$ cat config.mk
export PLATFORM = sky130hd
export DESIGN_NAME = hdtx_port
export DESIGN_NICKNAME = d
export VERILOG_FILES = /design/src/pkg/hdtx_pkg.sv /design/src/pkg/hdtx_fifo_if.sv /design/src/logic/hdtx_port.sv /design/src/logic/hdtx_fifo.sv
export SDC_FILE = /design/constraint.sdc
export NUM_CORES = 1
export LEC_CHECK = 0
export ABC_AREA = 1
export BUFFER_PORTS_ARGS = -buffer_cell sky130_fd_sc_hd__buf_2
export CORE_UTILIZATION = 35
export DETAILED_ROUTE_END_ITERATION = 8
export PLACE_DENSITY = 0.49
export REMOVE_ABC_BUFFERS = 1
export SYNTH_ARGS = -nofsm -noshare
export SYNTH_HDL_FRONTEND = slang
export SYNTH_SLANG_ARGS = --single-unit
$ cat constraint.sdc
create_clock -name i_clk -period 4.9 [get_ports i_clk]
set_input_delay 0.98 -clock i_clk [delete_from_list [all_inputs] [get_ports i_clk]]
set_output_delay 0.98 -clock i_clk [all_outputs]
set_load 0.005 [all_outputs]
$ cat src/pkg/hdtx_pkg.sv
package hdtx_pkg;
   // ==========================================================
   // byte path and fifo shape
   localparam int BYTE_W = 8;
   localparam int ENTRY_W = 9;
   localparam int MARK_BIT = 8;
   localparam int FIFO_DEPTH = 16;

   // ==========================================================
   // framing constants
   localparam logic [7:0] FLAG_OCTET = 8'h7E;
   localparam logic [2:0] STUFF_LIMIT = 3'h5;
   localparam logic [2:0] LAST_BIT = 3'h7;
   localparam logic [1:0] FCS16_LAST = 2'h1;
   localparam logic [1:0] FCS32_LAST = 2'h3;

   // ==========================================================
   // frame check sequence, reflected, sent lsb first
   localparam logic [31:0] CRC16_POLY = 32'h0000_8408;
   localparam logic [31:0] CRC32_POLY = 32'hEDB8_8320;
   localparam logic [31:0] CRC16_INIT = 32'h0000_FFFF;
   localparam logic [31:0] CRC32_INIT = 32'hFFFF_FFFF;
   localparam logic [31:0] CRC16_MASK = 32'h0000_FFFF;

   // ==========================================================
   // transmitter states
   typedef enum logic [1:0] {ST_FLAG, ST_DATA, ST_FCS} hdtx_state_t;
endpackage

$ cat src/pkg/hdtx_fifo_if.sv
`timescale 1ns/1ps
interface hdtx_fifo_if #(parameter int W = 9);
   logic wr_valid;
   logic wr_ready;
   logic [W-1:0] wr_data;
   logic rd_valid;
   logic rd_ready;
   logic [W-1:0] rd_data;

   // the framer side fills and drains, the buffer answers
   modport src (output wr_valid, output wr_data, output rd_ready,
                input wr_ready, input rd_valid, input rd_data);
   modport buf_side (input wr_valid, input wr_data, input rd_ready,
                     output wr_ready, output rd_valid, output rd_data);
endinterface

$ cat src/logic/hdtx_port.sv
`timescale 1ns/1ps
module hdtx_port (
   // clock and reset
   input wire logic i_clk,
   input wire logic i_rst_b,
   // configuration
   input wire logic i_telecom_bus_en,
   input wire logic i_hdlc_mode,
   input wire logic i_atm_uni_mode,
   input wire logic i_crc32_sel,
   // terminal equipment pins
   input wire logic i_message_send_cmd,
   input wire logic i_fcs_insert_cmd,
   input wire logic [7:0] i_frame_byte_in,
   output logic o_byte_ready,
   output logic o_overflow,
   output logic o_gfc_nibble_clock,
   // payload bit slot towards the framer
   input wire logic i_bit_ready,
   output logic o_tx_bit
);
   hdtx_fifo_if #(.W(hdtx_pkg::ENTRY_W)) cif ();

   hdtx_fifo #(
      .WIDTH(hdtx_pkg::ENTRY_W),
      .DEPTH(hdtx_pkg::FIFO_DEPTH)
   ) u_fifo (
      .i_clk(i_clk),
      .i_rst_b(i_rst_b),
      .cif(cif.buf_side)
   );

   // one byte of reflected crc update, shared by both widths
   function automatic logic [31:0] crc_byte(input logic [31:0] c,
                                           input logic [7:0] d,
                                           input logic w32);
      logic [31:0] v;
      logic fb;
      v = c;
      for (int i = 0; i < 8; i++) begin
         fb = v[0] ^ d[i];
         v = v >> 1;
         if (fb) begin
            v = v ^ (w32 ? hdtx_pkg::CRC32_POLY : hdtx_pkg::CRC16_POLY);
         end
      end
      return v;
   endfunction

   // ==========================================================
   // capture side
   logic cmd_en, fcs_edge;
   logic fcs_d_r, fcs_d_nxt, ovf_r, ovf_nxt, gfc_r, gfc_nxt;

   // pins mean commands only with the telecom bus off in hdlc mode
   always_comb begin
      cmd_en = ~i_telecom_bus_en & i_hdlc_mode;
      fcs_edge = i_fcs_insert_cmd & ~fcs_d_r;
      // the later cycles of the 2 or 4 cycle pulse are ignored
      cif.wr_valid = cmd_en & (i_message_send_cmd | fcs_edge);
      // a byte wins over a marker if both come together
      cif.wr_data = i_message_send_cmd ?
                    {1'b0, i_frame_byte_in} :
                    {1'b1, 8'h00};
      fcs_d_nxt = i_fcs_insert_cmd & cmd_en;
      ovf_nxt = ovf_r | (cif.wr_valid & ~cif.wr_ready);
      gfc_nxt = i_atm_uni_mode & i_fcs_insert_cmd;
   end

   always_ff @(posedge i_clk or negedge i_rst_b) begin
      if (!i_rst_b) begin
         fcs_d_r <= 1'b0;
         ovf_r <= 1'b0;
         gfc_r <= 1'b0;
      end else begin
         fcs_d_r <= fcs_d_nxt;
         ovf_r <= ovf_nxt;
         gfc_r <= gfc_nxt;
      end
   end

   assign o_byte_ready = cif.wr_ready;
   assign o_overflow = ovf_r;
   assign o_gfc_nibble_clock = gfc_r;

   // ==========================================================
   // serialiser: flags, data, trailer, zero insertion
   hdtx_pkg::hdtx_state_t state_r, state_nxt;
   logic [7:0] sh_r, sh_nxt;
   logic [2:0] cnt_r, cnt_nxt, ones_r, ones_nxt;
   logic [31:0] crc_r, crc_nxt, fcs_r, fcs_nxt;
   logic [1:0] fidx_r, fidx_nxt;
   logic w32_r, w32_nxt, bit_r, bit_nxt;
   logic [31:0] fcs_full;
   logic [1:0] fcs_last;
   logic stuff;

   always_comb begin
      state_nxt = state_r;
      sh_nxt = sh_r;
      cnt_nxt = cnt_r;
      ones_nxt = ones_r;
      crc_nxt = crc_r;
      fcs_nxt = fcs_r;
      fidx_nxt = fidx_r;
      w32_nxt = w32_r;
      bit_nxt = bit_r;
      cif.rd_ready = 1'b0;
      fcs_full = w32_r ? ~crc_r : (~crc_r & hdtx_pkg::CRC16_MASK);
      fcs_last = w32_r ? hdtx_pkg::FCS32_LAST : hdtx_pkg::FCS16_LAST;
      stuff = (ones_r == hdtx_pkg::STUFF_LIMIT);
      if (i_bit_ready) begin
         if (stuff) begin
            bit_nxt = 1'b0;
            ones_nxt = '0;
         end else begin
            bit_nxt = sh_r[0];
            // flags are never stuffed, so they do not count ones
            if (state_r == hdtx_pkg::ST_FLAG || !sh_r[0]) begin
               ones_nxt = '0;
            end else begin
               ones_nxt = ones_r + 1'b1;
            end
            sh_nxt = {1'b0, sh_r[7:1]};
            cnt_nxt = cnt_r + 1'b1;
            if (cnt_r == hdtx_pkg::LAST_BIT) begin
               // default next octet is a flag: idle, close or underrun
               sh_nxt = hdtx_pkg::FLAG_OCTET;
               state_nxt = hdtx_pkg::ST_FLAG;
               if (state_r == hdtx_pkg::ST_FCS) begin
                  if (fidx_r != fcs_last) begin
                     state_nxt = hdtx_pkg::ST_FCS;
                     sh_nxt = fcs_r[7:0];
                     fcs_nxt = fcs_r >> 8;
                     fidx_nxt = fidx_r + 1'b1;
                  end
               end else if (cif.rd_valid) begin
                  cif.rd_ready = 1'b1;
                  if (!cif.rd_data[hdtx_pkg::MARK_BIT]) begin
                     state_nxt = hdtx_pkg::ST_DATA;
                     sh_nxt = cif.rd_data[7:0];
                     if (state_r == hdtx_pkg::ST_FLAG) begin
                        // width is fixed for the whole frame
                        w32_nxt = i_crc32_sel;
                        crc_nxt = crc_byte(i_crc32_sel ?
                                           hdtx_pkg::CRC32_INIT :
                                           hdtx_pkg::CRC16_INIT,
                                           cif.rd_data[7:0],
                                           i_crc32_sel);
                     end else begin
                        crc_nxt = crc_byte(crc_r, cif.rd_data[7:0],
                                           w32_r);
                     end
                  end else if (state_r == hdtx_pkg::ST_DATA) begin
                     state_nxt = hdtx_pkg::ST_FCS;
                     sh_nxt = fcs_full[7:0];
                     fcs_nxt = fcs_full >> 8;
                     fidx_nxt = '0;
                  end
               end
            end
         end
      end
   end

   always_ff @(posedge i_clk or negedge i_rst_b) begin
      if (!i_rst_b) begin
         state_r <= hdtx_pkg::ST_FLAG;
         sh_r <= hdtx_pkg::FLAG_OCTET;
         cnt_r <= '0;
         ones_r <= '0;
         crc_r <= '0;
         fcs_r <= '0;
         fidx_r <= '0;
         w32_r <= 1'b0;
         bit_r <= 1'b0;
      end else begin
         state_r <= state_nxt;
         sh_r <= sh_nxt;
         cnt_r <= cnt_nxt;
         ones_r <= ones_nxt;
         crc_r <= crc_nxt;
         fcs_r <= fcs_nxt;
         fidx_r <= fidx_nxt;
         w32_r <= w32_nxt;
         bit_r <= bit_nxt;
      end
   end

   assign o_tx_bit = bit_r;
endmodule

$ cat src/logic/hdtx_fifo.sv
`timescale 1ns/1ps
module hdtx_fifo #(
   parameter int WIDTH = 9,
   parameter int DEPTH = 16
) (
   // clock and reset
   input wire logic i_clk,
   input wire logic i_rst_b,
   // both sides of the buffer
   hdtx_fifo_if.buf_side cif
);
   localparam int PW = $clog2(DEPTH);
   localparam int CW = $clog2(DEPTH + 1);
   localparam logic [CW-1:0] FULL_CNT = CW'(DEPTH);

   logic [WIDTH-1:0] mem [DEPTH];
   logic [PW-1:0] wr_ptr_r, wr_ptr_nxt, rd_ptr_r, rd_ptr_nxt;
   logic [CW-1:0] cnt_r, cnt_nxt;
   logic full_r, full_nxt, empty_r, empty_nxt;
   logic rdy_r, rdy_nxt;
   logic push, pop;

   // ==========================================================
   // pointers and flags; full and empty are flops so both readies
   // reach the ports without a combinational path
   always_comb begin
      push = cif.wr_valid & ~full_r;
      pop = cif.rd_ready & ~empty_r;
      wr_ptr_nxt = push ? wr_ptr_r + 1'b1 : wr_ptr_r;
      rd_ptr_nxt = pop ? rd_ptr_r + 1'b1 : rd_ptr_r;
      cnt_nxt = cnt_r;
      if (push && !pop) begin
         cnt_nxt = cnt_r + 1'b1;
      end else if (pop && !push) begin
         cnt_nxt = cnt_r - 1'b1;
      end
      full_nxt = (cnt_nxt == FULL_CNT);
      empty_nxt = (cnt_nxt == '0);
      // ready is its own flop so the top port needs no inverter
      rdy_nxt = ~full_nxt;
   end

   always_ff @(posedge i_clk or negedge i_rst_b) begin
      if (!i_rst_b) begin
         wr_ptr_r <= '0;
         rd_ptr_r <= '0;
         cnt_r <= '0;
         full_r <= 1'b0;
         empty_r <= 1'b1;
         rdy_r <= 1'b1;
      end else begin
         wr_ptr_r <= wr_ptr_nxt;
         rd_ptr_r <= rd_ptr_nxt;
         cnt_r <= cnt_nxt;
         full_r <= full_nxt;
         empty_r <= empty_nxt;
         rdy_r <= rdy_nxt;
      end
   end

   // storage has no reset; empty_r guards stale words
   always_ff @(posedge i_clk) begin
      if (push) begin
         mem[wr_ptr_r] <= cif.wr_data;
      end
   end

   assign cif.wr_ready = rdy_r;
   assign cif.rd_valid = ~empty_r;
   assign cif.rd_data = mem[rd_ptr_r];
endmodule

* Yosys cells after proc, flatten, opt, wreduce, memory -nomap -nowiden *
Memory sizes are Yosys's and may differ from the RTL's.
Cells that the tools add are included.

operators by class
  eq/ne operators = 8
  bitwise gates (word level) = 52
  add/subtract/negate cells = 7
  reductions and logical operators = 15
  mux-type cells = 154

operator list
  cell                 number
  $mux 32              124
  $xor 31x32->32       16
  $mux 8               6
  $not 32->32          1
  $mux 2               11
  $xor 1x1->1          16
  $reduce_and 7->1     2
  $mux 5               2
  $mux 9               1
  $not 1->1            9
  $add 4x1->4 const B  2
  $and 1x1->1          8
  $mux 1               8
  $add 3x1->3 const B  2
  $eq 3x3->1 const B   2
  $mux 3               2
  $reduce_and 6->1     1
  $add 5x1->5 const B  1
  $eq 5x5->1 const B   1
  $logic_not 5->1      1
  $sub 5x1->5 const B  1
  $reduce_bool 2->1    2
  $logic_not 1->1      3
  $reduce_and 3->1     1
  11 further kinds     13

storage, ports and cells
  word-level logic and storage cells = 255
  memories kept = 1
  output and inout port bits = 4
  register bits = 103
  input port bits = 17
  RAM bits = 144

memories
  name        depth  width  rd ports  clocked after Yosys merged registers in  write ports  line             source
  u_fifo.mem  16     9      1         0                                        1            hdtx_fifo.sv:16  logic [WIDTH-1:0] mem [DEPTH];

* Longest topological paths before layout *
Gate-level depths: netlist (run 1).

  word-level depth = 67
  gate-level depth with buffers = 26

* Modules after synthesis *
A second synthesis (run 1) with hierarchy kept.

unflattened totals
  cells, all modules = 1522
  area, all modules = 13228.9 µm²

modules (own cells, without submodules)
  module     cells an instance  area each (µm²)  times used  seq. area each (µm²)
  hdtx_fifo  547                6749.0           1           4727.0
  hdtx_port  975                6480.0           1           1984.4

* Worst setup path before layout (run 1) *
Ideal clock, no wire load.

  path kind = input-to-reg
  start = input i_crc32_sel
  end = register crc_r[19]
  arrival time = 2771 ps
  buffers on the path = 2
  data required time = 4829 ps
  setup slack = 2058 ps
  stages = 18
  cell sequence = buf_2 > inv_1 > clkbuf_1 > ha_1 > nand3b_1 > nand2_4 > nand2_2 > inv_2 > nand2_1 > nand2_1 > nand2_1 > nand2_1 > nand2_1 > nand2_1 > nand2_1 > nand3_1 > nand2_1 > nor2_1

between the ends
  cells in the longest elaborated chain, start to end = 67
  elaborated cells between the ends (all ways) = 72
  those cells by class = 60 x mux; 12 x bitwise

RTL lines
  item                                                  line                               source
  start: declaration                                    hdtx_port.sv:10                    input wire logic i_crc32_sel,
  $mux 32, on equally long branches                     hdtx_port.sv:145, hdtx_port.sv:44
  $xor 31x32->32                                        hdtx_port.sv:44                    v = v ^ (w32 ? hdtx_pkg::CRC32_POLY : hdtx_pkg::CRC16_POLY);
  $mux 32                                               hdtx_port.sv:43                    if (fb) begin
  $mux 32                                               hdtx_port.sv:142                   if (state_r == hdtx_pkg::ST_FLAG) begin
  $mux 32                                               hdtx_port.sv:139                   if (!cif.rd_data[hdtx_pkg::MARK_BIT]) begin
  $mux 32                                               hdtx_port.sv:137                   end else if (cif.rd_valid) begin
  $mux 32                                               hdtx_port.sv:130                   if (state_r == hdtx_pkg::ST_FCS) begin
  $mux 32                                               hdtx_port.sv:126                   if (cnt_r == hdtx_pkg::LAST_BIT) begin
  [... 51 more ...]                                     --
  $mux 32                                               hdtx_port.sv:137
  $mux 32                                               hdtx_port.sv:130
  $mux 32                                               hdtx_port.sv:126
  $mux 32                                               hdtx_port.sv:113                   if (stuff) begin
  $mux 32                                               hdtx_port.sv:112                   if (i_bit_ready) begin
  $xor 31x32->32 / $xor 1x1->1 (equally long branches)  hdtx_port.sv:44, hdtx_port.sv:41
  $mux 32 *                                             hdtx_port.sv:43
  $mux 32 *                                             hdtx_port.sv:142
  end signal: assignment                                hdtx_port.sv:182                   crc_r <= crc_nxt;
  end: declaration                                      hdtx_port.sv:91                    logic [31:0] crc_r, crc_nxt, fcs_r, fcs_nxt;

Every way passes the cells marked *; elsewhere a longest branch is shown, timed or not. The select of a mux whose other input is x is not followed.
A chain may end at the register's enable or synchronous reset.

* Final worst setup path (run 1) *
  start = register u_fifo.rd_ptr_r[0]
  end = register crc_r[8]

between the ends
  cells in the longest elaborated chain, start to end = 67
  elaborated cells between the ends (all ways) = 148
  those cells by class = 115 x mux; 31 x bitwise; 1 x reduce/logical; 1 x memory

RTL lines
  item                                                  line                              source
  start: declaration                                    hdtx_fifo.sv:17                   logic [PW-1:0] wr_ptr_r, wr_ptr_nxt, rd_ptr_r, rd_ptr_nxt;
  start signal: assignment                              hdtx_fifo.sv:53                   rd_ptr_r <= rd_ptr_nxt;
  $mem_v2 16x9 *                                        --
  $xor 1x1->1                                           hdtx_port.sv:41                   fb = v[0] ^ d[i];
  $mux 32                                               hdtx_port.sv:43
  $mux 32                                               hdtx_port.sv:142
  $mux 32                                               hdtx_port.sv:139
  $mux 32                                               hdtx_port.sv:137
  $mux 32                                               hdtx_port.sv:130
  $mux 32                                               hdtx_port.sv:126
  [... 51 more ...]                                     --
  $mux 32                                               hdtx_port.sv:137
  $mux 32                                               hdtx_port.sv:130
  $mux 32                                               hdtx_port.sv:126
  $mux 32                                               hdtx_port.sv:113
  $mux 32                                               hdtx_port.sv:112
  $xor 31x32->32 / $xor 1x1->1 (equally long branches)  hdtx_port.sv:44, hdtx_port.sv:41
  $mux 32                                               hdtx_port.sv:43
  $mux 32                                               hdtx_port.sv:142

Marks and branches as above.

==> results of run 1 <==
-- worst paths after layout --
path | from | endpoint
min in group asynchronous | i_rst_b | ones_r[1]$_DFFE_PN0P_
min reg2reg | o_overflow$_DFF_PN0_ | o_overflow$_DFF_PN0_
max in group asynchronous | i_rst_b | crc_r[5]$_DFFE_PN0P_
max reg2reg | u_fifo.rd_ptr_r[0]$_DFFE_PN0P_ | crc_r[8]$_DFFE_PN0P_
min | o_overflow$_DFF_PN0_ | o_overflow$_DFF_PN0_
max | u_fifo.rd_ptr_r[0]$_DFFE_PN0P_ | crc_r[8]$_DFFE_PN0P_
-- placed cells by master (no fill, tap or decap), types with 3 or more instances in the layout --
cell        instances
nand2_4             6
a22oi_1             5
clkbuf_1            3
dfrtp_1            86
dfstp_2             8
bufinv_16           4
a21oi_1            48
ha_1               38
nor2_4              4
clkinv_2            5
inv_1             162
buf_4              11
a31oi_1            17
o211ai_1           33
clkbuf_16          30
o21ai_1            39
buf_2              19
nand3_1           154
nand2_2            27
xnor2_1             5
inv_2              25
inv_6               3
o22ai_1             4
edfxtp_1          144
a21boi_1            8
nand4_1             4
o221ai_1            6
nand3_2            10
o21ai_0            91
nand2_1           420
nor2_1            125
nand3b_1            3
clkinvlp_4          4
xor2_1             32
clkinv_1            7
nor2_2              6
-- critical path, delay by kind of cell, from the launching register on --
| family | cells | cell delay, ps |
|---|---|---|
| buf+inv | 3 | 460 |
| compound gates | 1 | 130 |
| simple gates | 13 | 2120 |
| flops | 1 | 450 |
| xor+xnor | 1 | 270 |
-- kinds of logic (layout without fill, tap and decap cells) --
group / count (synthesis) / count (layout) / synth area share
and+or+nand+nor: 766 / 766 / 0.247
AOI/OAI and AO/OA: 259 / 259 / 0.109
buffers and inverters: 255 / 278 / 0.0838
DFF: 239 / 239 / 0.495
xor gates and xnor gates: 40 / 40 / 0.0284
adders and majority gates: 38 / 38 / 0.0351
muxes: 2 / 2 / 0.00148
-- state kept, by name, summed over array words and instances, names as in the netlist, 2 cells and up --
name and cells:
u_fifo.wr_ptr_r 4, fcs_r 24, u_fifo.rd_ptr_r 4, state_r 2, sh_r 8, u_fifo.mem 144
fidx_r 2, cnt_r 3, crc_r 32, ones_r 3, u_fifo.cnt_r 5
-- stage by stage --
| step | setup WS (ps) | instance area (µm²) | util | hold WS (ps) | cells |
|---|---|---|---|---|---|
| global placement | 1340 | 14000 | 0.369 | 458 | 2078 |
| floorplan | 697 | 13100 | - | 449 | 1536 |
| CTS | 1340 | 15000 | 0.396 | 481 | 2133 |
| global route | 1040 | 15000 | 0.396 | 511 | 2133 |
| finish | 1310 | 15000 | 0.396 | 474 | 2133 |
| detailed placement | 1330 | 14000 | 0.369 | 461 | 2078 |
-- routing by layer --
layer | up-vias | track usage
li1 | 5291 | -
met1 | 5126 | 0.296
met2 | 236 | 0.311
met3 | 65 | 0.0404
met4 | 2 | 0.0575
met5 | - | 0
-- area by class of cell --
| cell class | count | area, µm² |
|---|---|---|
| fillers | 3866 | 22800 |
| flip-flops and latches | 239 | 6710 |
| multi-input cells | 1105 | 5700 |
| clock buffers | 33 | 762 |
| inverters | 192 | 726 |
| well taps | 511 | 639 |
| clock inverters | 22 | 263 |
| repair buffers | 31 | 198 |
==> load_flow_metrics.sql, run 1 <==
INSERT INTO impl_metrics (metric_group, metric, value, unit) VALUES
('run_status', 'outcome', 'complete, no violations', ''),
('global_routing', 'grt_remaining_overflow', '0', ''),
('drt', 'met3_wirelength', '2.23', 'mm'),
('worst_setup_path', 'critPathMaxFanout', '60', ''),
('floorplanning', 'core', '37800', 'µm²'),
('worst_setup_path', 'critical_path_required', '5400', 'ps'),
('worst_setup_path', 'crit_path_cell_trace', 'inv_6 -> nand2_1 -> nand2_1 -> nand2_1 -> nand3_1 -> nand3_1 -> nand2_1 -> nand2_1 -> nand2_4 -> xor2_4 -> nand2_2 -> nand2_1 -> inv_2 -> nand2_1 -> nand3_1 -> nand2_1 -> inv_2 -> a21boi_1', ''),
('timing', 'totalNegativeSetupSlack', '0', 'ps'),
('synth', 'ys_warnings', '0', ''),
('synth', 'synthesis.instances', '1599', ''),
('clock_network', 'cts_post_setup_buffers_inserted', '0', ''),
('clock_network', 'ctsHtreeMaxLevel', '1', ''),
('timing', 'fmax', '0.279', 'GHz'),
('drt', 'detail_route.first_pass.iterations', '6', ''),
('drt', 'remaining_antenna_violation_count', '0', ''),
('worst_setup_path', 'arrival_time_of_the_worst_setup_path', '4080', 'ps'),
('timing', 'timing_hold_violations_final', '0', ''),
('clock_network', 'cts_hold_buf', '0', ''),
('clock_network', 'clk_pin_slew', '60', 'ps'),
('worst_setup_path', 'timing_worst_setup_path_type', 'register to register', ''),
('floorplanning', 'die_area', '39500', 'µm²'),
('clock_network', 'cts.root.buffer_cell', 'clkbuf_16', ''),
('synth', 'syn-cell-area', '13500', 'µm²'),
('run', 'drv.max_cap_violation_count', '0', ''),
('drt', 'drc_errors', '0', ''),
('timing', 'timing.final.setup_violations', '0', ''),
('floorplanning', 'pin_count', '21', ''),
('drt', 'wirelength_met1', '19.1', 'mm'),
('cells_and_area', 'areaGrowthSynthToFinish', '10.7', '%'),
('worst_setup_path', 'cpMaxStageDelayCell', 'dfrtp_2', ''),
('clock_network', 'max-clock-path-buffers', '3', ''),
('clock_network', 'clk_latency', '590', 'ps'),
('synth', 'ys_async_sr_fraction', '0.397', ''),
('clock_network', 'numCtsBuffers', '30', ''),
('place', 'place.port_buffers', '20', ''),
('synth', 'yosysMostFrequentCell', 'nand2_1', ''),
('place', 'dp_hpwl', '27.0', 'mm'),
('synth', 'synth_seq_area_share', '0.495', ''),
('timing', 'final_cycle_utilization_of_the_critical_path', '0.732', ''),
('global_routing', 'grt_usage', '0.205', ''),
('synth', 'netlist.top_cell.by_area', 'edfxtp_1', ''),
('drt', 'vias', '10720', ''),
('clock_network', 'cts_tree', 'yes', ''),
('worst_setup_path', 'cp_common_cell', 'nand2_1', ''),
('timing', 'clock_skew', '35.4', 'ps'),
('drt', 'wl_met2', '17.0', 'mm'),
('timing', 'max_slew_margin', '0.203', ''),
('synth', 'yosys.cell_types.count', '48', ''),
('floorplanning', 'die_h', '199', 'µm'),
('place', 'finalWeightedCongestion', '0.917', ''),
('worst_setup_path', 'worstSetupStartpointType', 'register', ''),
('synth', 'netlist_top_cells_count', '420 x nand2_1, 162 x inv_1, 154 x nand3_1', ''),
('timing', 'finalWorstPathRequiredPeriod', '3590', 'ps'),
('floorplanning', 'site_rows', '71', ''),
('global_routing', 'grt_pass1_vias', '10303', ''),
('timing', 'max_slew.worst_pin.slew', '1190', 'ps'),
('synth', 'synth_enable_flop_cells', '144', ''),
('worst_setup_path', 'worstRegToRegCells', '18', ''),
('worst_setup_path', 'largest_incremental_delay_on_the_critical_path', '450', 'ps'),
('drt', 'routed.top_layer', 'met5', ''),
('drt', 'post_drt_wl_per_cell', '18.5', 'µm'),
('hold_path', 'worst_hold_path_type', 'register to register', ''),
('timing', 'grt_setup_unrepaired', 'no', ''),
('synth', 'netlist.area_leader.share', '0.319', ''),
('drt', 'post_drt_via_cell_ratio', '5.03', ''),
('clock_network', 'clock_sink_count', '239', ''),
('drt', 'detail_route.wirelength', '39.4', 'mm'),
('worst_setup_path', 'rrSetupSlack', '1310', 'ps'),
('hold_path', 'hold_depth', '1', ''),
('synth', 'synth.ff_latch_count', '239', ''),
('clock_network', 'cts_repair_resize_count', '0', '');
Power of run 1 is left out: the tool's default activity adds up to more than one toggle a clock period on the data nets, which glitch-free logic cannot reach.
==> run 2: changes to the inputs <==
==> constraint.sdc (replaced) <==
create_clock -name i_clk -period 3.4 [get_ports i_clk]
set_input_delay 0.68 -clock i_clk [delete_from_list [all_inputs] [get_ports i_clk]]
set_output_delay 0.68 -clock i_clk [all_outputs]
set_load 0.005 [all_outputs]
==> load_flow_metrics.sql, run 2 (synthesized netlist as in run 1, its figures left out) <==
INSERT INTO impl_metrics (metric_group, metric, value, unit) VALUES
('clock_network', 'cts_hold_buf', '0', ''),
('drt', 'post_drt_via_cell_ratio', '5.01', ''),
('cells_and_area', 'design.final.nets', '1700', ''),
('clock_network', 'cts_post_setup_buffers_inserted', '0', ''),
('global_routing', 'grt_remaining_overflow', '0', ''),
('worst_setup_path', 'crit_path_cell_trace', 'inv_8 -> buf_4 -> nor2_2 -> nor2_1 -> o21ai_1 -> nand3_1 -> nand3_2 -> nand2_2 -> inv_1 -> ha_1 -> nand3b_1 -> nand2_4 -> nand2_2 -> inv_2 -> nand2_1 -> nand2_1 -> nand2_1 -> nand2_1 -> nand2_1 -> nand2_1 -> nand2_1 -> nand3_1 -> nand2_1 -> nor2_1', ''),
('clock_network', 'ctsHtreeMaxLevel', '1', ''),
('clock_network', 'cts.root.buffer_cell', 'clkbuf_16', ''),
('cells_and_area', 'areaGrowthSynthToFinish', '13.7', '%'),
('worst_setup_path', 'critical_path_required', '3900', 'ps'),
('drt', 'dr.first_iter.drc_count', '845', ''),
('worst_setup_path', 'critPathMaxFanout', '41', ''),
('timing', 'finalWorstPathRequiredPeriod', '3060', 'ps'),
('worst_setup_path', 'largest_incremental_delay_on_the_critical_path', '480', 'ps'),
('cells_and_area', 'commonest_non_fill_non_tap_cell_in_the_layout', 'nand2_1', ''),
('drt', 'wirelength_met1', '19.2', 'mm'),
('worst_setup_path', 'cpMaxStageDelayCell', 'dfrtp_2', ''),
('clock_network', 'numCtsBuffers', '29', ''),
('floorplanning', 'die_h', '199', 'µm'),
('clock_network', 'cts_repair_resize_count', '0', ''),
('timing', 'fmax', '0.327', 'GHz'),
('worst_setup_path', 'timing_worst_setup_path_type', 'register to register', ''),
('global_routing', 'grt_pass1_vias', '10636', ''),
('drt', 'detail_route.wirelength', '39.5', 'mm'),
('drt', 'detail_route.first_pass.iterations', '5', ''),
('cells_and_area', 'largest_reg_flops', '144', ''),
('floorplanning', 'site_rows', '71', ''),
('clock_network', 'clock_sink_count', '239', ''),
('floorplanning', 'die_area', '39500', 'µm²'),
('global_routing', 'grt_first_pass_wirelength', '62.4', 'mm'),
('clock_network', 'clk_pin_slew', '60', 'ps'),
('cells_and_area', 'final.fill_count', '3916', ''),
('worst_setup_path', 'worstSetupStartpointType', 'register', ''),
('drt', 'wl_met2', '17.1', 'mm'),
('hold_path', 'worst_hold_path_type', 'primary input to async pin', ''),
('cells_and_area', 'most-common-layout-cells', '420 x nand2_1, 162 x inv_1, 154 x nand3_1', ''),
('floorplanning', 'floorplan.die.width', '199', 'µm'),
('timing', 'timing.final.setup_violations', '0', ''),
('cells_and_area', 'final_layout_size_suffix_gt1_frac', '0.129', ''),
('floorplanning', 'floorplan.initialDensity', '0.358', ''),
('clock_network', 'clk_latency', '570', 'ps'),
('drt', 'post_drt_wl_per_cell', '18.1', 'µm'),
('drt', 'remaining_antenna_violation_count', '0', ''),
('clock_network', 'cts_tree', 'yes', ''),
('worst_setup_path', 'critPathBufInv', '4', ''),
('timing', 'max_slew.worst_pin.slew', '753', 'ps'),
('global_routing', 'grt_start_max_net_pins', '51', ''),
('place', 'dp_hpwl', '28.1', 'mm'),
('place', 'place.port_buffers', '20', ''),
('timing', 'max_slew_margin', '0.498', ''),
('worst_setup_path', 'timing.critical_path.max_delay_family', 'simple AND/OR/NAND/NOR gates', ''),
('timing', 'final_cycle_utilization_of_the_critical_path', '0.899', ''),
('floorplanning', 'core', '37800', 'µm²'),
('run', 'drv.max_cap_violation_count', '0', ''),
('run_status', 'outcome', 'complete, no violations', ''),
('worst_setup_path', 'setup.worst_path.end_class', 'register', ''),
('place', 'post-place-cells', '2125', ''),
('place', 'finalWeightedCongestion', '0.871', ''),
('worst_setup_path', 'cp_common_cell', 'nand2_1', ''),
('timing', 'timing_max_transition_violations_final', '0', ''),
('cells_and_area', 'biggestRegsByFlops', 'u_fifo.mem x144, crc_r x32, fcs_r x24', ''),
('worst_setup_path', 'rrSetupSlack', '340', 'ps'),
('clock_network', 'max-clock-path-buffers', '3', ''),
('cells_and_area', 'layout.cells.non_filler', '2180', ''),
('floorplanning', 'pin_count', '21', ''),
('drt', 'met3_wirelength', '2.10', 'mm'),
('drt', 'routed.top_layer', 'met5', ''),
('drt', 'vias', '10927', ''),
('drt', 'drc_errors', '0', ''),
('global_routing', 'grt_usage', '0.208', ''),
('timing', 'grt_setup_unrepaired', 'no', ''),
('cells_and_area', 'largest_register', 'u_fifo.mem', ''),
('timing', 'timing_hold_violations_final', '0', ''),
('timing', 'clock_skew', '21.7', 'ps'),
('worst_setup_path', 'arrival_time_of_the_worst_setup_path', '3550', 'ps'),
('global_routing', 'initial_antenna_violation_count', '1', '');
[run 2: layer usage]
metal	vias up	track usage
met5	-	0
met4	2	0.0621
met3	67	0.0309
met2	265	0.316
met1	5214	0.304
li1	5379	-
[run 2: area by class of cell]
type,count,area [µm²],share of cell area
repair buffers,78,613,0.0398
multi-input cells,1105,5700,0.370
well taps,511,639,0.0415
inverters,192,728,0.0473
clock buffers,37,776,0.0504
clock inverters,17,224,0.0145
diodes,1,2.50,0.000163
flip-flops and latches,239,6710,0.436
[run 2: worst paths after layout]
path | startpoint | endpoint | cells after the start
max | u_fifo.rd_ptr_r[0]$_DFFE_PN0P_ | crc_r[19]$_DFFE_PN0P_ | 24
min | i_rst_b | sh_r[0]$_DFFE_PN0P_ | 1
max reg2reg | u_fifo.rd_ptr_r[0]$_DFFE_PN0P_ | crc_r[19]$_DFFE_PN0P_ | 24
min reg2reg | o_overflow$_DFF_PN0_ | o_overflow$_DFF_PN0_ | 1
max in group asynchronous | i_rst_b | sh_r[4]$_DFFE_PN1P_ | 2
min in group i_clk | i_telecom_bus_en | fcs_d_r$_DFF_PN0_ | 2
[run 2: through the flow]
stage	hold slack (ps)	setup TNS, ps	instance area (µm²)	worst slack (ps)	util
floorplan	384	-24690	13100	-803	-
global placement	458	0	14400	374	0.380
detailed placement	462	0	14400	338	0.380
CTS	185	0	15400	316	0.407
global route	219	0	15400	46.5	0.407
finish	176	0	15400	342	0.407
Power of run 2 is left out for the same reason.
==> run 3: changes to the inputs <==
--- a/config.mk
+++ b/config.mk
@@ -7,10 +7,13 @@
 export LEC_CHECK = 0
 export ABC_AREA = 1
 export BUFFER_PORTS_ARGS = -buffer_cell sky130_fd_sc_hd__buf_2
+export CORE_MARGIN = 8
 export CORE_UTILIZATION = 35
+export CTS_BUF_LIST = sky130_fd_sc_hd__clkbuf_8
 export DETAILED_ROUTE_END_ITERATION = 8
 export PLACE_DENSITY = 0.49
 export REMOVE_ABC_BUFFERS = 1
 export SYNTH_ARGS = -nofsm -noshare
 export SYNTH_HDL_FRONTEND = slang
+export SYNTH_HIERARCHICAL = 1
 export SYNTH_SLANG_ARGS = --single-unit
==> load_flow_metrics.sql, run 3 <==
INSERT INTO impl_metrics (metric_group, metric, value, unit) VALUES
('cells_and_area', 'design.final.nets', '1656', ''),
('synth', 'netlist.area_leader.share', '0.327', ''),
('clock_network', 'cts.root.buffer_cell', 'clkbuf_8', ''),
('synth', 'synth_seq_area_share', '0.507', ''),
('synth', 'yosysMostFrequentCell', 'nand2_1', ''),
('drt', 'detail_route.first_pass.iterations', '5', ''),
('synth', 'yosys.cell_types.count', '48', ''),
('timing', 'grt_setup_unrepaired', 'no', ''),
('synth', 'ys_warnings', '6', ''),
('worst_setup_path', 'critical_path_required', '3850', 'ps'),
('synth', 'most_area_consuming_cells_after_synthesis', 'edfxtp_1 33%, dfrtp_1 16%, nand2_1 9.8%', ''),
('cells_and_area', 'layout.cells.non_filler', '2149', ''),
('floorplanning', 'site_rows', '71', ''),
('global_routing', 'initial_antenna_violation_count', '1', ''),
('timing', 'whs', '273', 'ps'),
('synth', 'synthesis.area_per_instance', '8.69', 'µm²'),
('synth', 'synthFlopType', 'edfxtp_1', ''),
('synth', 'synth_enable_flop_cells', '144', ''),
('floorplanning', 'core', '37500', 'µm²'),
('timing', 'finalWorstPathRequiredPeriod', '3180', 'ps'),
('place', 'dp_hpwl', '27.4', 'mm'),
('synth', 'netlist.top_cell.by_area', 'edfxtp_1', ''),
('timing', 'timing_max_transition_violations_final', '0', ''),
('global_routing', 'grt_usage', '0.177', ''),
('cells_and_area', 'most-common-layout-cells', '338 x nand2_1, 172 x nor2_1, 146 x o21ai_0', ''),
('synth', 'syn-cell-area', '13200', 'µm²'),
('floorplanning', 'floorplan.die.width', '210', 'µm'),
('timing', 'timing_hold_violations_final', '0', ''),
('place', 'finalWeightedCongestion', '0.916', ''),
('worst_setup_path', 'setup.worst_path.end_class', 'register', ''),
('worst_setup_path', 'worstRegToRegCells', '18', ''),
('cells_and_area', 'largest_reg_flops', '144', ''),
('clock_network', 'clk_latency', '600', 'ps'),
('drt', 'dr.first_iter.drc_count', '710', ''),
('drt', 'post_drt_via_cell_ratio', '5.02', ''),
('timing', 'max_slew_margin', '0.533', ''),
('drt', 'remaining_antenna_violation_count', '0', ''),
('cells_and_area', 'commonest_non_fill_non_tap_cell_in_the_layout', 'nand2_1', ''),
('clock_network', 'clk_pin_slew', '70', 'ps'),
('floorplanning', 'floorplan.initialDensity', '0.353', ''),
('clock_network', 'clock_sink_count', '239', ''),
('cells_and_area', 'areaGrowthSynthToFinish', '16.1', '%'),
('timing', 'final_cycle_utilization_of_the_critical_path', '0.935', ''),
('cells_and_area', 'finish.utilization', '0.410', ''),
('worst_setup_path', 'timing_worst_setup_path_type', 'register to register', ''),
('worst_setup_path', 'rrSetupSlack', '220', 'ps'),
('clock_network', 'ctsHtreeMaxLevel', '2', ''),
('timing', 'fmax', '0.315', 'GHz'),
('synth', 'synthesis.instances', '1522', ''),
('worst_setup_path', 'source_of_the_critical_timing_path', 'u_fifo/rd_ptr_r[1]$_DFFE_PN0P_', ''),
('timing', 'timing.final.setup_violations', '0', ''),
('drt', 'drc_errors', '0', ''),
('drt', 'wl_met2', '17.4', 'mm'),
('place', 'place_ws', '106', 'ps'),
('clock_network', 'numCtsBuffers', '43', ''),
('worst_setup_path', 'r2r-start', 'u_fifo/rd_ptr_r[1]$_DFFE_PN0P_', ''),
('worst_setup_path', 'cp_common_cell', 'nand2_1', ''),
('drt', 'met3_wirelength', '2.28', 'mm'),
('timing', 'clock_skew', '30.8', 'ps'),
('drt', 'post_drt_wl_per_cell', '18.1', 'µm'),
('worst_setup_path', 'worstSetupStartpointType', 'register', ''),
('clock_network', 'max-clock-path-buffers', '3', ''),
('worst_setup_path', 'arrival_time_of_the_worst_setup_path', '3630', 'ps'),
('drt', 'detail_route.wirelength', '38.9', 'mm'),
('global_routing', 'grt_pass1_vias', '10381', ''),
('worst_setup_path', 'endpoint', 'crc_r[7]$_DFFE_PN0P_', ''),
('timing', 'finalWorstSetupSlack', '223', 'ps'),
('drt', 'vias', '10780', ''),
('run_status', 'outcome', 'complete, no violations', ''),
('floorplanning', 'pin_count', '21', ''),
('drt', 'routed.top_layer', 'met4', ''),
('worst_setup_path', 'largest_incremental_delay_on_the_critical_path', '420', 'ps'),
('place', 'post-place-cells', '2065', ''),
('timing', 'max_slew.worst_pin.slew', '701', 'ps'),
('drt', 'wirelength_met1', '18.3', 'mm'),
('run', 'drv.max_cap_violation_count', '0', ''),
('cells_and_area', 'largest_register', 'u_fifo/mem', ''),
('synth', 'ys_async_sr_fraction', '0.397', ''),
('worst_setup_path', 'critical_path.reg2reg.endpoint', 'crc_r[7]$_DFFE_PN0P_', ''),
('global_routing', 'grt_first_pass_wirelength', '60.8', 'mm'),
('floorplanning', 'die_area', '44300', 'µm²'),
('global_routing', 'grt_remaining_overflow', '0', ''),
('global_routing', 'grt_start_max_net_pins', '53', ''),
('floorplanning', 'die_h', '210', 'µm'),
('cells_and_area', 'biggestRegsByFlops', 'u_fifo/mem x144, crc_r x32, fcs_r x24', ''),
('synth', 'synth.ff_latch_count', '239', ''),
('synth', 'netlist_top_cells_count', '346 x nand2_1, 172 x nor2_1, 150 x o21ai_0', ''),
('worst_setup_path', 'critPathMaxFanout', '24', ''),
('worst_setup_path', 'cpMaxStageDelayCell', 'dfrtp_2', ''),
('cells_and_area', 'final_layout_size_suffix_gt1_frac', '0.159', ''),
('hold_path', 'worst_hold_path_type', 'primary input to register', ''),
('worst_setup_path', 'crit_path_cell_trace', 'buf_12 -> buf_12 -> o21ai_0 -> o211ai_1 -> nand3_1 -> nand2_2 -> inv_1 -> nand2_1 -> nand2_1 -> inv_2 -> nand2_1 -> nand2_2 -> nand2_1 -> nand2_1 -> xor2_1 -> nand2_1 -> nand3_1 -> a21oi_1', ''),
('clock_network', 'cts_tree', 'yes', ''),
('cells_and_area', 'final.fill_count', '3796', ''),
('place', 'place.port_buffers', '20', '');
## run 3: cell types whose count changed after synthesis, sizes merged, moves of 15 or more
cell and change:
inv -53, buf -15, o21ai +38, nand3 -45, nand2 -90, nor2 +48
## run 3: cells by family after synthesis
kind of cell	synth area share
xor+xnor	0.0371
flops	0.507
buf+inv	0.0648
mux	0.00151
compound gates	0.133
fa+ha+maj	0.0331
simple gates	0.223
## run 3: cell type report
class	instances	area, µm²	share of cell area
sequential	239	6710	0.437
multi-input combinational	1082	5730	0.373
timing repair buffer	99	798	0.0520
tap	511	639	0.0416
clock buffer	46	633	0.0412
inverter	139	528	0.0344
clock inverter	32	314	0.0204
antenna	1	2.50	0.000163
## run 3: worst max-delay path, delay by kind of cell, from the launching register on
family | cells | cell delay [ps]
flops | 1 | 420
compound gates | 3 | 460
buf+inv | 4 | 650
xor+xnor | 1 | 170
simple gates | 10 | 1330
## run 3: stage by stage
step | instance area (µm²) | setup TNS (ps)
5_1_grt | 15400 | 0
4_1_cts | 15300 | 0
6_report | 15400 | 0
2_1_floorplan | 12900 | -37580
3_5_place_dp | 14300 | 0
3_3_place_gp | 14300 | 0
## run 3: what timing repair did
item                                   CTS  global route
hold buffers                             1             0
resized for setup                        0            23
endpoints found under the hold margin   15             0
setup endpoints to repair                0            17
setup buffers                            0             4
## run 3: worst min path at each step
stage | from | end | slack [ps] | depth (start not counted)
2_1_floorplan | i_rst_b | cnt_r[0]$_DFFE_PN0P_ | 380 | 0
6_report | i_atm_uni_mode | o_gfc_nibble_clock$_DFF_PN0_ | 270 | 3
3_5_place_dp | o_overflow$_DFF_PN0_ | o_overflow$_DFF_PN0_ | 450 | 1
5_1_grt | i_atm_uni_mode | o_gfc_nibble_clock$_DFF_PN0_ | 260 | 3
3_3_place_gp | o_overflow$_DFF_PN0_ | o_overflow$_DFF_PN0_ | 440 | 1
4_1_cts | i_atm_uni_mode | o_gfc_nibble_clock$_DFF_PN0_ | 220 | 3
## run 3: layer usage
layer / GRT usage / vias to the layer above
li1: - / 5298
met1: 0.251 / 5156
met2: 0.276 / 271
met3: 0.0284 / 55
met4: 0.0519 / 0
met5: 0 / -
Power of run 3 is left out for the same reason.
